===== config.mk =====
export PLATFORM = sky130hd
export DESIGN_NAME = albx_unit
export DESIGN_NICKNAME = d
export VERILOG_FILES = /design/src/verilog/albx_pkg.sv /design/src/verilog/albx_funnel.sv /design/src/verilog/albx_unit.sv
export SDC_FILE = /design/constraint.sdc
export NUM_CORES = 1
export LEC_CHECK = 0
export BUFFER_PORTS_ARGS = -buffer_cell sky130_fd_sc_hd__buf_2
export CAP_MARGIN = 0
export CELL_PAD_IN_SITES_DETAIL_PLACEMENT = 1
export CELL_PAD_IN_SITES_GLOBAL_PLACEMENT = 1
export CORE_ASPECT_RATIO = 0.5
export CORE_UTILIZATION = 42
export CTS_BUF_LIST = sky130_fd_sc_hd__clkbuf_8 sky130_fd_sc_hd__clkbuf_16
export CTS_CLUSTER_SIZE = 12
export DETAILED_ROUTE_END_ITERATION = 12
export PLACE_DENSITY = 0.9
export SLEW_MARGIN = 20
export SYNTH_ARGS = -nofsm -noshare
export SYNTH_HDL_FRONTEND = slang
export SYNTH_SLANG_ARGS = --single-unit
export TNS_END_PERCENT = 20

===== constraint.sdc =====
create_clock -name clock -period 10.8 [get_ports clock]
set_clock_uncertainty 0.2 [all_clocks]
set_input_delay 1.08 -clock clock [delete_from_list [all_inputs] [get_ports clock]]
set_output_delay 1.08 -clock clock [all_outputs]
set_load 0.005 [all_outputs]

===== src/verilog/albx_pkg.sv =====
// Package: encodings, constants and carriers for the align/logic/branch unit
package albx_pkg;
   // ------------------------------------------------------------
   // Opcode encodings
   // ------------------------------------------------------------
   localparam logic [5:0] OP_SPECIAL = 6'h00;
   localparam logic [5:0] OP_REG_IMM_CLASS = 6'h01;
   localparam logic [5:0] OP_BRANCH_IF_EQUAL = 6'h04;
   localparam logic [5:0] OP_BITWISE_AND_IMM = 6'h0C;
   localparam logic [5:0] OP_COP1 = 6'h11;
   localparam logic [5:0] OP_COP1X = 6'h13;
   localparam logic [5:0] FN_AND = 6'h24;
   localparam logic [5:0] FN_PAIR_FUNNEL_ALIGN = 6'h1E;
   localparam logic [4:0] RT_BRANCH_NONNEG_CALL = 5'h11;
   localparam logic [4:0] COP1_BRANCH_CLASS = 5'h08;
   localparam logic [4:0] LINK_REG = 5'h1F;
   localparam logic [4:0] ZERO_REG = 5'h00;
   // ------------------------------------------------------------
   // Constants
   // ------------------------------------------------------------
   localparam logic [63:0] PC_STEP = 64'h0000_0000_0000_0004;
   localparam logic [63:0] LINK_STEP = 64'h0000_0000_0000_0008;
   localparam logic [2:0] ALIGN_ZERO = 3'h0;
   localparam logic [2:0] ALIGN_HALF = 3'h4;
   // ------------------------------------------------------------
   // Carriers
   // ------------------------------------------------------------
   typedef struct packed {
      logic valid;
      logic [31:0] word;
      logic [63:0] pc;
   } albx_instr_type;
   typedef struct packed {
      logic valid;
      logic [4:0] index;
      logic [63:0] data;
   } albx_write_type;
   typedef struct packed {
      logic valid;
      logic [63:0] target;
   } albx_redirect_type;
   typedef struct packed {
      logic cop_unusable;
      logic reserved_instr;
      logic fp_unimplemented;
   } albx_except_type;
endpackage : albx_pkg


===== src/verilog/albx_funnel.sv =====
// Paired-single byte funnel shifter
`timescale 1ns/1ns
module albx_funnel (
   // Operands
   input wire logic [63:0] src_a,
   input wire logic [63:0] src_b,
   input wire logic [2:0] byte_count,
   input wire logic big_endian,
   // Result
   output logic [63:0] result
);
   always_comb begin
      if (byte_count == albx_pkg::ALIGN_ZERO) begin
         result = src_a;
      end else if (byte_count == albx_pkg::ALIGN_HALF && big_endian) begin
         result = {src_a[31:0], src_b[63:32]};
      end else if (byte_count == albx_pkg::ALIGN_HALF) begin
         result = {src_b[31:0], src_a[63:32]};
      end else begin
         // Undefined counts: plain big-endian funnel, cheapest generalisation
         result = 64'({src_a, src_b} >> (7'd64 - {byte_count, 3'h0}));
      end
   end
endmodule : albx_funnel


===== src/verilog/albx_unit.sv =====
// Decode and execute for align, AND, branch, call and FP-false branch
`timescale 1ns/1ns
module albx_unit #(
   parameter int NUM_CC = 8
) (
   // Clock and reset
   input wire logic clock,
   input wire logic sys_rst,
   // Core state
   input wire logic big_endian,
   input wire logic cop1_usable,
   input wire logic paired_single_ok,
   input wire logic [NUM_CC-1:0] fp_condition_codes,
   // Instruction in
   input wire albx_pkg::albx_instr_type instr,
   // Register read ports
   output logic [4:0] gen_read_a_index,
   output logic [4:0] gen_read_b_index,
   input wire logic [63:0] gen_read_a_raw,
   input wire logic [63:0] gen_read_b_raw,
   output logic [4:0] float_read_a_index,
   output logic [4:0] float_read_b_index,
   input wire logic [63:0] float_read_a,
   input wire logic [63:0] float_read_b,
   // Results
   output albx_pkg::albx_write_type gen_write,
   output albx_pkg::albx_write_type float_write,
   output albx_pkg::albx_redirect_type redirect,
   output albx_pkg::albx_except_type except_out,
   output logic fp_ieee_exception
);
   if (NUM_CC < 1 || NUM_CC > 8) begin : g_num_cc_check
      $error("NUM_CC must be 1..8");
   end

   // ------------------------------------------------------------
   // Decode
   // ------------------------------------------------------------
   typedef enum logic [2:0] {
      ALBX_IDLE = 3'b001,
      ALBX_SLOT = 3'b010,
      ALBX_GO = 3'b100
   } albx_state_type;

   logic [5:0] opcode;
   logic [4:0] gen_source_a;
   logic [4:0] gen_source_b;
   logic [4:0] dest_field;
   logic [15:0] offset_field;
   logic [63:0] gen_a;
   logic [63:0] gen_b;
   logic [63:0] align_result;
   logic [2:0] fp_condition_select;
   logic is_and;
   logic is_and_imm;
   logic is_branch_if_equal;
   logic is_call;
   logic is_fp_false;
   logic is_align;
   logic fp_trap;
   logic [63:0] next_target;
   logic take;
   albx_state_type state;
   logic [63:0] pending_target;

   assign opcode = instr.word[31:26];
   assign gen_source_a = instr.word[25:21];
   assign gen_source_b = instr.word[20:16];
   assign dest_field = instr.word[15:11];
   assign offset_field = instr.word[15:0];
   assign fp_condition_select = instr.word[20:18];

   // Zero register forced to zero on read
   assign gen_a = (gen_source_a == albx_pkg::ZERO_REG) ? 64'h0 : gen_read_a_raw;
   assign gen_b = (gen_source_b == albx_pkg::ZERO_REG) ? 64'h0 : gen_read_b_raw;
   assign gen_read_a_index = gen_source_a;
   assign gen_read_b_index = gen_source_b;
   // Align layout: count reg [25:21], source b [20:16], source a [15:11], dest [10:6]
   assign float_read_a_index = instr.word[15:11];
   assign float_read_b_index = instr.word[20:16];

   assign is_and = instr.valid && opcode == albx_pkg::OP_SPECIAL
      && instr.word[5:0] == albx_pkg::FN_AND;
   assign is_and_imm = instr.valid && opcode == albx_pkg::OP_BITWISE_AND_IMM;
   // Only the r0,r0 form is handled here; it compares zero with zero
   assign is_branch_if_equal = instr.valid && opcode == albx_pkg::OP_BRANCH_IF_EQUAL
      && gen_source_a == albx_pkg::ZERO_REG && gen_source_b == albx_pkg::ZERO_REG;
   assign is_call = instr.valid && opcode == albx_pkg::OP_REG_IMM_CLASS
      && gen_source_a == albx_pkg::ZERO_REG && gen_source_b == albx_pkg::RT_BRANCH_NONNEG_CALL;
   // tf = 0, nd = 0 selects the plain false form
   assign is_fp_false = instr.valid && opcode == albx_pkg::OP_COP1
      && gen_source_a == albx_pkg::COP1_BRANCH_CLASS && instr.word[17:16] == 2'b00;
   assign is_align = instr.valid && opcode == albx_pkg::OP_COP1X
      && instr.word[5:0] == albx_pkg::FN_PAIR_FUNNEL_ALIGN;

   // Selector zero is also what the short form encodes
   assign take = is_branch_if_equal && (gen_a == gen_b) || is_call
      || is_fp_false && !fp_condition_codes[fp_condition_select];
   assign next_target = instr.pc + albx_pkg::PC_STEP
      + {{46{offset_field[15]}}, offset_field, 2'b00};
   assign fp_trap = (is_align || is_fp_false) && !cop1_usable;

   albx_funnel u_funnel (
      .src_a(float_read_a),
      .src_b(float_read_b),
      .byte_count(gen_a[2:0]),
      .big_endian(big_endian),
      .result(align_result)
   );

   // ------------------------------------------------------------
   // Register writes
   // ------------------------------------------------------------
   always_ff @(posedge clock) begin
      if (sys_rst) begin
         gen_write <= '0;
      end else if (is_and && dest_field != albx_pkg::ZERO_REG) begin
         gen_write <= '{valid: 1'b1, index: dest_field, data: gen_a & gen_b};
      end else if (is_and_imm && gen_source_b != albx_pkg::ZERO_REG) begin
         gen_write <= '{valid: 1'b1, index: gen_source_b, data: gen_a & {48'h0, offset_field}};
      end else if (is_call) begin
         gen_write <= '{valid: 1'b1, index: albx_pkg::LINK_REG,
            data: instr.pc + albx_pkg::LINK_STEP};
      end else begin
         gen_write <= '0;
      end
   end

   // Whole 64-bit value in one cycle, never half written
   always_ff @(posedge clock) begin
      if (sys_rst) begin
         float_write <= '0;
      end else if (is_align && !fp_trap && paired_single_ok) begin
         float_write <= '{valid: 1'b1, index: instr.word[10:6], data: align_result};
      end else begin
         float_write <= '0;
      end
   end

   // ------------------------------------------------------------
   // Exceptions
   // ------------------------------------------------------------
   always_ff @(posedge clock) begin
      if (sys_rst) begin
         except_out <= '0;
      end else begin
         except_out.cop_unusable <= fp_trap;
         except_out.reserved_instr <= (is_align || is_fp_false) && cop1_usable
            && !paired_single_ok && is_align;
         except_out.fp_unimplemented <= 1'b0;
      end
   end
   // Align is a pure move; no IEEE flag ever comes from it
   assign fp_ieee_exception = 1'b0;

   // ------------------------------------------------------------
   // Delay-slot sequencing
   // ------------------------------------------------------------
   // Redirect waits for the slot instruction, so the slot is never squashed
   always_ff @(posedge clock) begin
      if (sys_rst) begin
         state <= ALBX_IDLE;
         pending_target <= 64'h0;
         redirect <= '0;
      end else begin
         redirect <= '0;
         case (state)
            ALBX_IDLE: begin
               if (take && !fp_trap) begin
                  pending_target <= next_target;
                  state <= ALBX_SLOT;
               end
            end
            ALBX_SLOT: begin
               if (instr.valid) begin
                  state <= ALBX_GO;
               end
            end
            ALBX_GO: begin
               redirect <= '{valid: 1'b1, target: pending_target};
               state <= ALBX_IDLE;
            end
            default: begin
               state <= ALBX_IDLE;
            end
         endcase
      end
   end

   // ------------------------------------------------------------
   // Checks
   // ------------------------------------------------------------
   a_link_value: assert property (@(posedge clock) disable iff (sys_rst)
      is_call |=> gen_write.valid && gen_write.index == 5'h1F && gen_write.data == $past(instr.pc) + 64'h8)
      else $error("link value wrong");
   a_and_reg: assert property (@(posedge clock) disable iff (sys_rst)
      is_and && dest_field != 5'h0 |=> gen_write.data == ($past(gen_a) & $past(gen_b)))
      else $error("register and wrong");
   a_and_imm: assert property (@(posedge clock) disable iff (sys_rst)
      is_and_imm && gen_source_b != 5'h0 |=> gen_write.data[63:16] == 48'h0)
      else $error("immediate not zero extended");
   a_zero_write: assert property (@(posedge clock) disable iff (sys_rst)
      gen_write.valid |-> gen_write.index != 5'h0)
      else $error("write to zero register");
   a_align_copy: assert property (@(posedge clock) disable iff (sys_rst)
      is_align && cop1_usable && paired_single_ok && gen_a[2:0] == 3'h0
      |=> float_write.valid && float_write.data == $past(float_read_a))
      else $error("align zero not copy");
   a_align_big: assert property (@(posedge clock) disable iff (sys_rst)
      is_align && cop1_usable && paired_single_ok && gen_a[2:0] == 3'h4 && big_endian
      |=> float_write.data == {$past(float_read_a[31:0]), $past(float_read_b[63:32])})
      else $error("big endian align wrong");
   a_align_little: assert property (@(posedge clock) disable iff (sys_rst)
      is_align && cop1_usable && paired_single_ok && gen_a[2:0] == 3'h4 && !big_endian
      |=> float_write.data == {$past(float_read_b[31:0]), $past(float_read_a[63:32])})
      else $error("little endian align wrong");
   a_uncond_slot: assert property (@(posedge clock) disable iff (sys_rst)
      state == ALBX_IDLE && is_branch_if_equal ##1 instr.valid |=> ##1 redirect.valid)
      else $error("branch not taken after slot");
   a_fp_false: assert property (@(posedge clock) disable iff (sys_rst)
      state == ALBX_IDLE && is_fp_false && cop1_usable && fp_condition_codes[fp_condition_select]
      |=> state == ALBX_IDLE)
      else $error("fp false taken on true code");
   a_cop_trap: assert property (@(posedge clock) disable iff (sys_rst)
      (is_align || is_fp_false) && !cop1_usable |=> except_out.cop_unusable && !float_write.valid)
      else $error("coprocessor trap missing");
endmodule : albx_unit


=== After elaboration in Yosys (flattened, before gate mapping) ===
Index checks and enable logic that the tools add are counted.

* Register bits after elaboration: 275
* Bits of input ports: 366
* Output and inout bits: 229

* Add/sub/neg operators: 4
* Magnitude comparators: 1
* Equal/unequal tests: 16
* Shifts and indexed selects: 1
* Muxes and demuxes: 15
* Bitwise logic cells: 4
* Reduce and logical (&&, ||, !) cells: 44

{| class="wikitable"
|+ Operators by type and width
! kind !! number
|-
| 64-bit two-way mux || 5
|-
| 70-bit two-way mux || 4
|-
| 128-bit by 7-bit >> shifter with 64-bit output || 1
|-
| 65-bit two-way mux || 1
|-
| 64-bit by 3-bit adder with 64-bit output (second input constant) || 1
|-
| 64-bit by 4-bit adder with 64-bit output (second input constant) || 1
|-
| 64-bit adder || 1
|-
| 64-bit by 16-bit bitwise AND with 64-bit output || 1
|-
| 64-bit bitwise AND || 1
|-
| 64-bit equality test || 1
|-
| 1-bit logical AND || 26
|-
| 6-bit by 5-bit equality test with 1-bit output (second input constant) || 3
|-
| 5-bit logical NOT || 2
|-
| 5-bit nonzero test || 2
|-
| 7-bit by 6-bit subtractor with 7-bit output (first input constant) || 1
|-
| 3-bit equality test (second input constant) || 2
|-
| 6-bit by 1-bit equality test with 1-bit output (second input constant) || 1
|-
| 6-bit by 3-bit equality test with 1-bit output (second input constant) || 1
|-
| 6-bit by 4-bit equality test with 1-bit output (second input constant) || 1
|-
| 6-bit equality test (second input constant) || 1
|-
| 6-bit logical NOT || 1
|-
| 3-bit two-way mux || 2
|-
| 3-bit one-hot mux with 2 select lines || 1
|-
| 5-bit by 4-bit equality test with 1-bit output (second input constant) || 1
|-
| 14 further kinds || 23
|}

=== Depth between registers and ports, before layout ===
* Depth in word-level cells: 11
* Mapped depth: 17
* Gate-level depth less buffers: 14

=== By module ===
A second synthesis with hierarchy kept.

* Cell total of the unflattened synthesis: 2525
* Area, all modules: 21563.2 µm²

{| class="wikitable"
|+ Modules (own cells, without submodules)
! module !! instances !! cells an instance !! area an instance (µm²) !! seq. area each (µm²)
|-
| albx_unit || 1 || 1899 || 16116.7 || 5485.3
|-
| albx_funnel || 1 || 626 || 5446.5 || 0.0
|}

=== Worst setup path before layout ===
OpenSTA, ideal clock, no wires.

* Path kind: input to register
* Start point: input instr[86] in the netlist's numbering
* End point: register pending_target[38]
* Arrival time: 4870 ps
* Required time: 10538 ps
* Slack: 5668 ps
* Stages: 15
* Buffers on the path: 3
* Cell sequence: nor4_1 nand2_1 clkbuf_1 clkbuf_1 and2_1 ha_1 or4_1 or3_1 or4_1 nor3_1 a21oi_1 a211o_1 buf_6 or4_1 nand3_1

* Word-level cells in the longest chain between the ends: 8
* Elaborated cells on any way between the ends: 19

{| class="wikitable"
|+ RTL lines
! item !! line !! RTL
|-
| start: declaration || albx_unit.sv:15 || <nowiki>input wire albx_pkg::albx_instr_type instr,</nowiki>
|-
| 5-bit logical NOT / 5-bit by 4-bit equality test with 1-bit output (equally long branches) || - ||
|-
| 64-bit two-way mux (tied with other cells) || albx_unit.sv:74 || <nowiki>assign gen_a = (gen_source_a == albx_pkg::ZERO_REG) ? 64'h0 : gen_read_a_raw;</nowiki>
|-
| 64-bit equality test (tied with other cells) || albx_unit.sv:97 || <nowiki>assign take = is_branch_if_equal && (gen_a == gen_b) || is_call</nowiki>
|-
| 1-bit logical AND / 1-bit logical OR (equally long branches) || albx_unit.sv:97, albx_unit.sv:101 ||
|-
| 1-bit logical OR / 1-bit logical AND (equally long branches) || albx_unit.sv:97, albx_unit.sv:101 ||
|-
| 1-bit logical OR / 1-bit logical NOT (equally long branches) || albx_unit.sv:98, albx_unit.sv:169 ||
|-
| 1-bit logical AND (*) || albx_unit.sv:169 || <nowiki>if (take && !fp_trap) begin</nowiki>
|-
| 2-bit AND reduction (no source line) (*) || - ||
|-
| end signal: assignment || albx_unit.sv:170 || <nowiki>pending_target <= next_target;</nowiki>
|-
| end: declaration || albx_unit.sv:64 || <nowiki>logic [63:0] pending_target;</nowiki>
|}

Every way passes the cells marked *; elsewhere a longest branch is shown, timed or not.
A chain may end at the register's enable or synchronous reset.

=== Worst setup path in the final report ===
* Start point: input instr[86] in the netlist's numbering
* End point: register pending_target[63]

The elaborated chain is that of the path after synthesis.

==> results_dict.tcl <==
set metrics [dict create \
    dpl_worst_slack_ns 4.49 \
    firstDrtPassIters 6 \
    grt_start_max_net_pins 128 \
    drcViolationCount 0 \
    clockBufferDepth 3 \
    overflow 0 \
    io_buffers 592 \
    synth_area_mm2 0.0216 \
    instances_no_fill 3862 \
    fillers 6346 \
    viasPerCell 5.97 \
    ff2ff_setup_slack_ns 8.45 \
    synth-async-reset-ratio_pct 0 \
    cts_buffers 29 \
    finalSetupViolCount 0 \
    syn_inst 2694 \
    clockRootBuffer "clkbuf_16" \
    die_width_um 323 \
    synthTopCellsByArea "dfxtp_1 (25%), mux2i_1 (15%), ha_1 (11%)" \
    final_area_mm2 0.0258 \
    hold_buffers 0 \
    antenna_found_initial 45 \
    slew_viol_final 0 \
    finalNetCount 3690 \
    worstSetupStartpointType "input pin" \
    fp.coreArea_mm2 0.0505 \
    p_total_w 0.00290 \
    hpwlAfterDp_mm 72.0 \
    max_freq_mhz 165 \
    cts_sinks 274 \
    finalHoldViolCount 0 \
    wl_mm 94.0 \
    multi_input_area_mm2 0.0152 \
    groute.usage.overall_pct 34.1 \
    vias 23000 \
    worstPathArrival_ns 6.30 \
    status "complete, no violations" \
    cp_max_fo 69 \
    start_util_pct 42.8 \
    grt_setup_unrepaired "no" \
    synth_top_cell_area_share_pct 25.4 \
    die_y_um 162 \
    areaGrowthSynthToFinish_pct 19.2 \
    drv_cap 0 \
    grtUsageMet2_pct 58.8 \
    yosys.area.top_type "dfxtp_1" \
    crit_type "in2reg" \
    yosysSeqAreaShare_pct 25.4 \
    gp_congestion 1.02 \
    drive_gt1_share_pct 22.0 \
    post_dp_cell_area_mm2 0.0249 \
    first_iter_violations 1769 \
    htreeDepth 1 \
    timing.slew.headroom_pct 17.8 \
    die-area_mm2 0.0524 \
    hold_class "reg2reg" \
    final_critical_path_setup_slack_ns 4.76 \
    worst_setup_path_end_kind "flip-flop" \
    rows 58 \
    syn_avg_cell_area_um2 8.03 \
    grt_first_pass_wirelength_mm 138 \
    grtUsageMet1_pct 38.8 \
    p_leak_nw 12.1 \
    ys_ff_latch 274 \
    busiest_layer "met2" \
    synth_ff_type "dfxtp_1" \
    grt_pass1_vias 23500 \
    dp_cells 3793 \
    synth_edf_count 0 \
    tns_ns 0 \
    cts_resized 0 \
    cp.required_ns 11.05 \
    vdd_ir_drop_max_mv 0.0990 \
    ios 595 \
    period_minus_slack_ns 6.04 \
    clkTransAtPathRegs_ns 0.07 \
    final.period_utilization_pct 56.0 \
    met3_usage_pct 9.43 \
    p_per_area_mw_per_mm2 113 \
    worstMarginPinSlew_ns 1.22 \
    synth_cell_types 72 \
    ff_latch_area_mm2 0.00549 \
    post_drt_wl_per_cell_um 24.3 \
    yosysWarningCount 0 \
    ant_nets 0 \
    clkLatencyLatePin_ns 0.59 \
    cts_setup_buffers 0 \
    cts_tree "yes" \
]
-- synth_stat cells (6+ instances only) --
cell type,count
and2_1,213
xor2_1,38
mux2i_1,318
o21ai_0,183
buf_4,22
o21bai_1,17
and3_1,23
nor2b_1,8
a22oi_1,32
buf_2,11
inv_1,34
nand2_1,295
ha_1,189
nor3b_1,9
a211o_1,7
nor3_1,33
nand3_1,97
xnor2_1,66
a21o_1,29
nor4b_1,6
or3_1,15
a32oi_1,7
a221oi_1,10
a31oi_1,19
nand2b_1,10
or4_1,7
buf_1,23
nor4_1,29
o31ai_1,9
a21oi_1,219
nor2_1,130
nand4_1,42
o2bb2ai_1,6
mux4_2,11
clkbuf_1,150
and4_1,8
dfxtp_1,274
a211oi_1,33
-- worst paths after layout --
| path | depth (start not counted) | end | startpoint |
|---|---|---|---|
| max | 15 | pending_target[63] | instr[86] |
| min | 2 | pending_target[37] | pending_target[37] |
| max reg2reg | 6 | pending_target[63] | state[1] |
| min reg2reg | 2 | pending_target[37] | pending_target[37] |
-- area by class of cell --
cell class | instances | area share (%)
Antenna cell | 24 | 0.233
Clock buffer | 35 | 3.14
Clock inverter | 10 | 0.218
Inverter | 36 | 0.524
Multi-Input combinational cell | 2178 | 59.0
Sequential cell | 274 | 21.3
Tap cell | 690 | 3.35
Timing Repair Buffer | 615 | 12.2
-- registers in the layout, summed over array words and instances, names as in the netlist --
| register | cells |
|---|---|
| except_out | 2 |
| float_write | 70 |
| gen_write | 70 |
| pending_target | 64 |
| redirect | 65 |
| state | 3 |
-- report_power, final --
part           internal (W)  switching (W)
registers           0.00101   0.0000000555
clock network      0.000523       0.000453
logic              0.000361       0.000557
total               0.00189        0.00101
-- kinds of logic (layout without fill, tap and decap cells) --
group                      count (synthesis)  in the layout  synth area share, %
adders and majority gates                190            190                 11.0
other                                      1             26               0.0173
muxes                                    330            330                 15.9
AOI/OAI and AO/OA                        613            613                 16.9
and+or+nand+nor                          939            939                 21.9
DFF                                      274            274                 25.4
xor gates and xnor gates                 104            104                 4.21
buffers and inverters                    243            696                 4.70
-- cell usage in the layout, fill, tap and decap left out, types with 29 or more instances in the layout --
| cell | instances |
|---|---|
| dfxtp_1 | 274 |
| o21ai_0 | 183 |
| xnor2_1 | 66 |
| nor3_1 | 32 |
| mux2i_1 | 318 |
| a21oi_1 | 218 |
| nor4_1 | 29 |
| nand2_1 | 295 |
| nand4_1 | 42 |
| ha_1 | 186 |
| nor2_1 | 129 |
| clkbuf_16 | 29 |
| a211oi_1 | 33 |
| a21o_1 | 29 |
| nand3_1 | 97 |
| buf_2 | 590 |
| a22oi_1 | 32 |
| xor2_1 | 38 |
| and2_1 | 213 |
| inv_1 | 37 |
-- metrics by stage --
step	hold slack [ns]	utilization [%]
3_3_place_gp	0.231	49.2
6_report	0.246	51.0
4_1_cts	0.249	50.9
3_5_place_dp	0.242	49.2
2_1_floorplan	0.217	-
5_1_grt	0.258	51.0
-- per-layer routing --
layer  wire length [µm]  up-vias
met5                185        -
met4               4550       30
met3               7780      312
met2              45500      895
met1              36000    11200
li1                   -    10600
-- worst max-delay path, cell delays in order --
cell,delay [ns]
buf_2,0.11
nor4_1,1.02
nand2_1,0.12
buf_4,0.34
and2_1,0.30
ha_1,0.32
nor4_1,0.96
nand4_1,0.20
nor2_1,0.20
nand3_1,0.08
a31oi_1,0.32
nand2b_2,0.63
nand2_1,0.25
o41a_1,0.17
a21oi_1,0.06
Note: power is estimated with default switching activity, not from simulation.
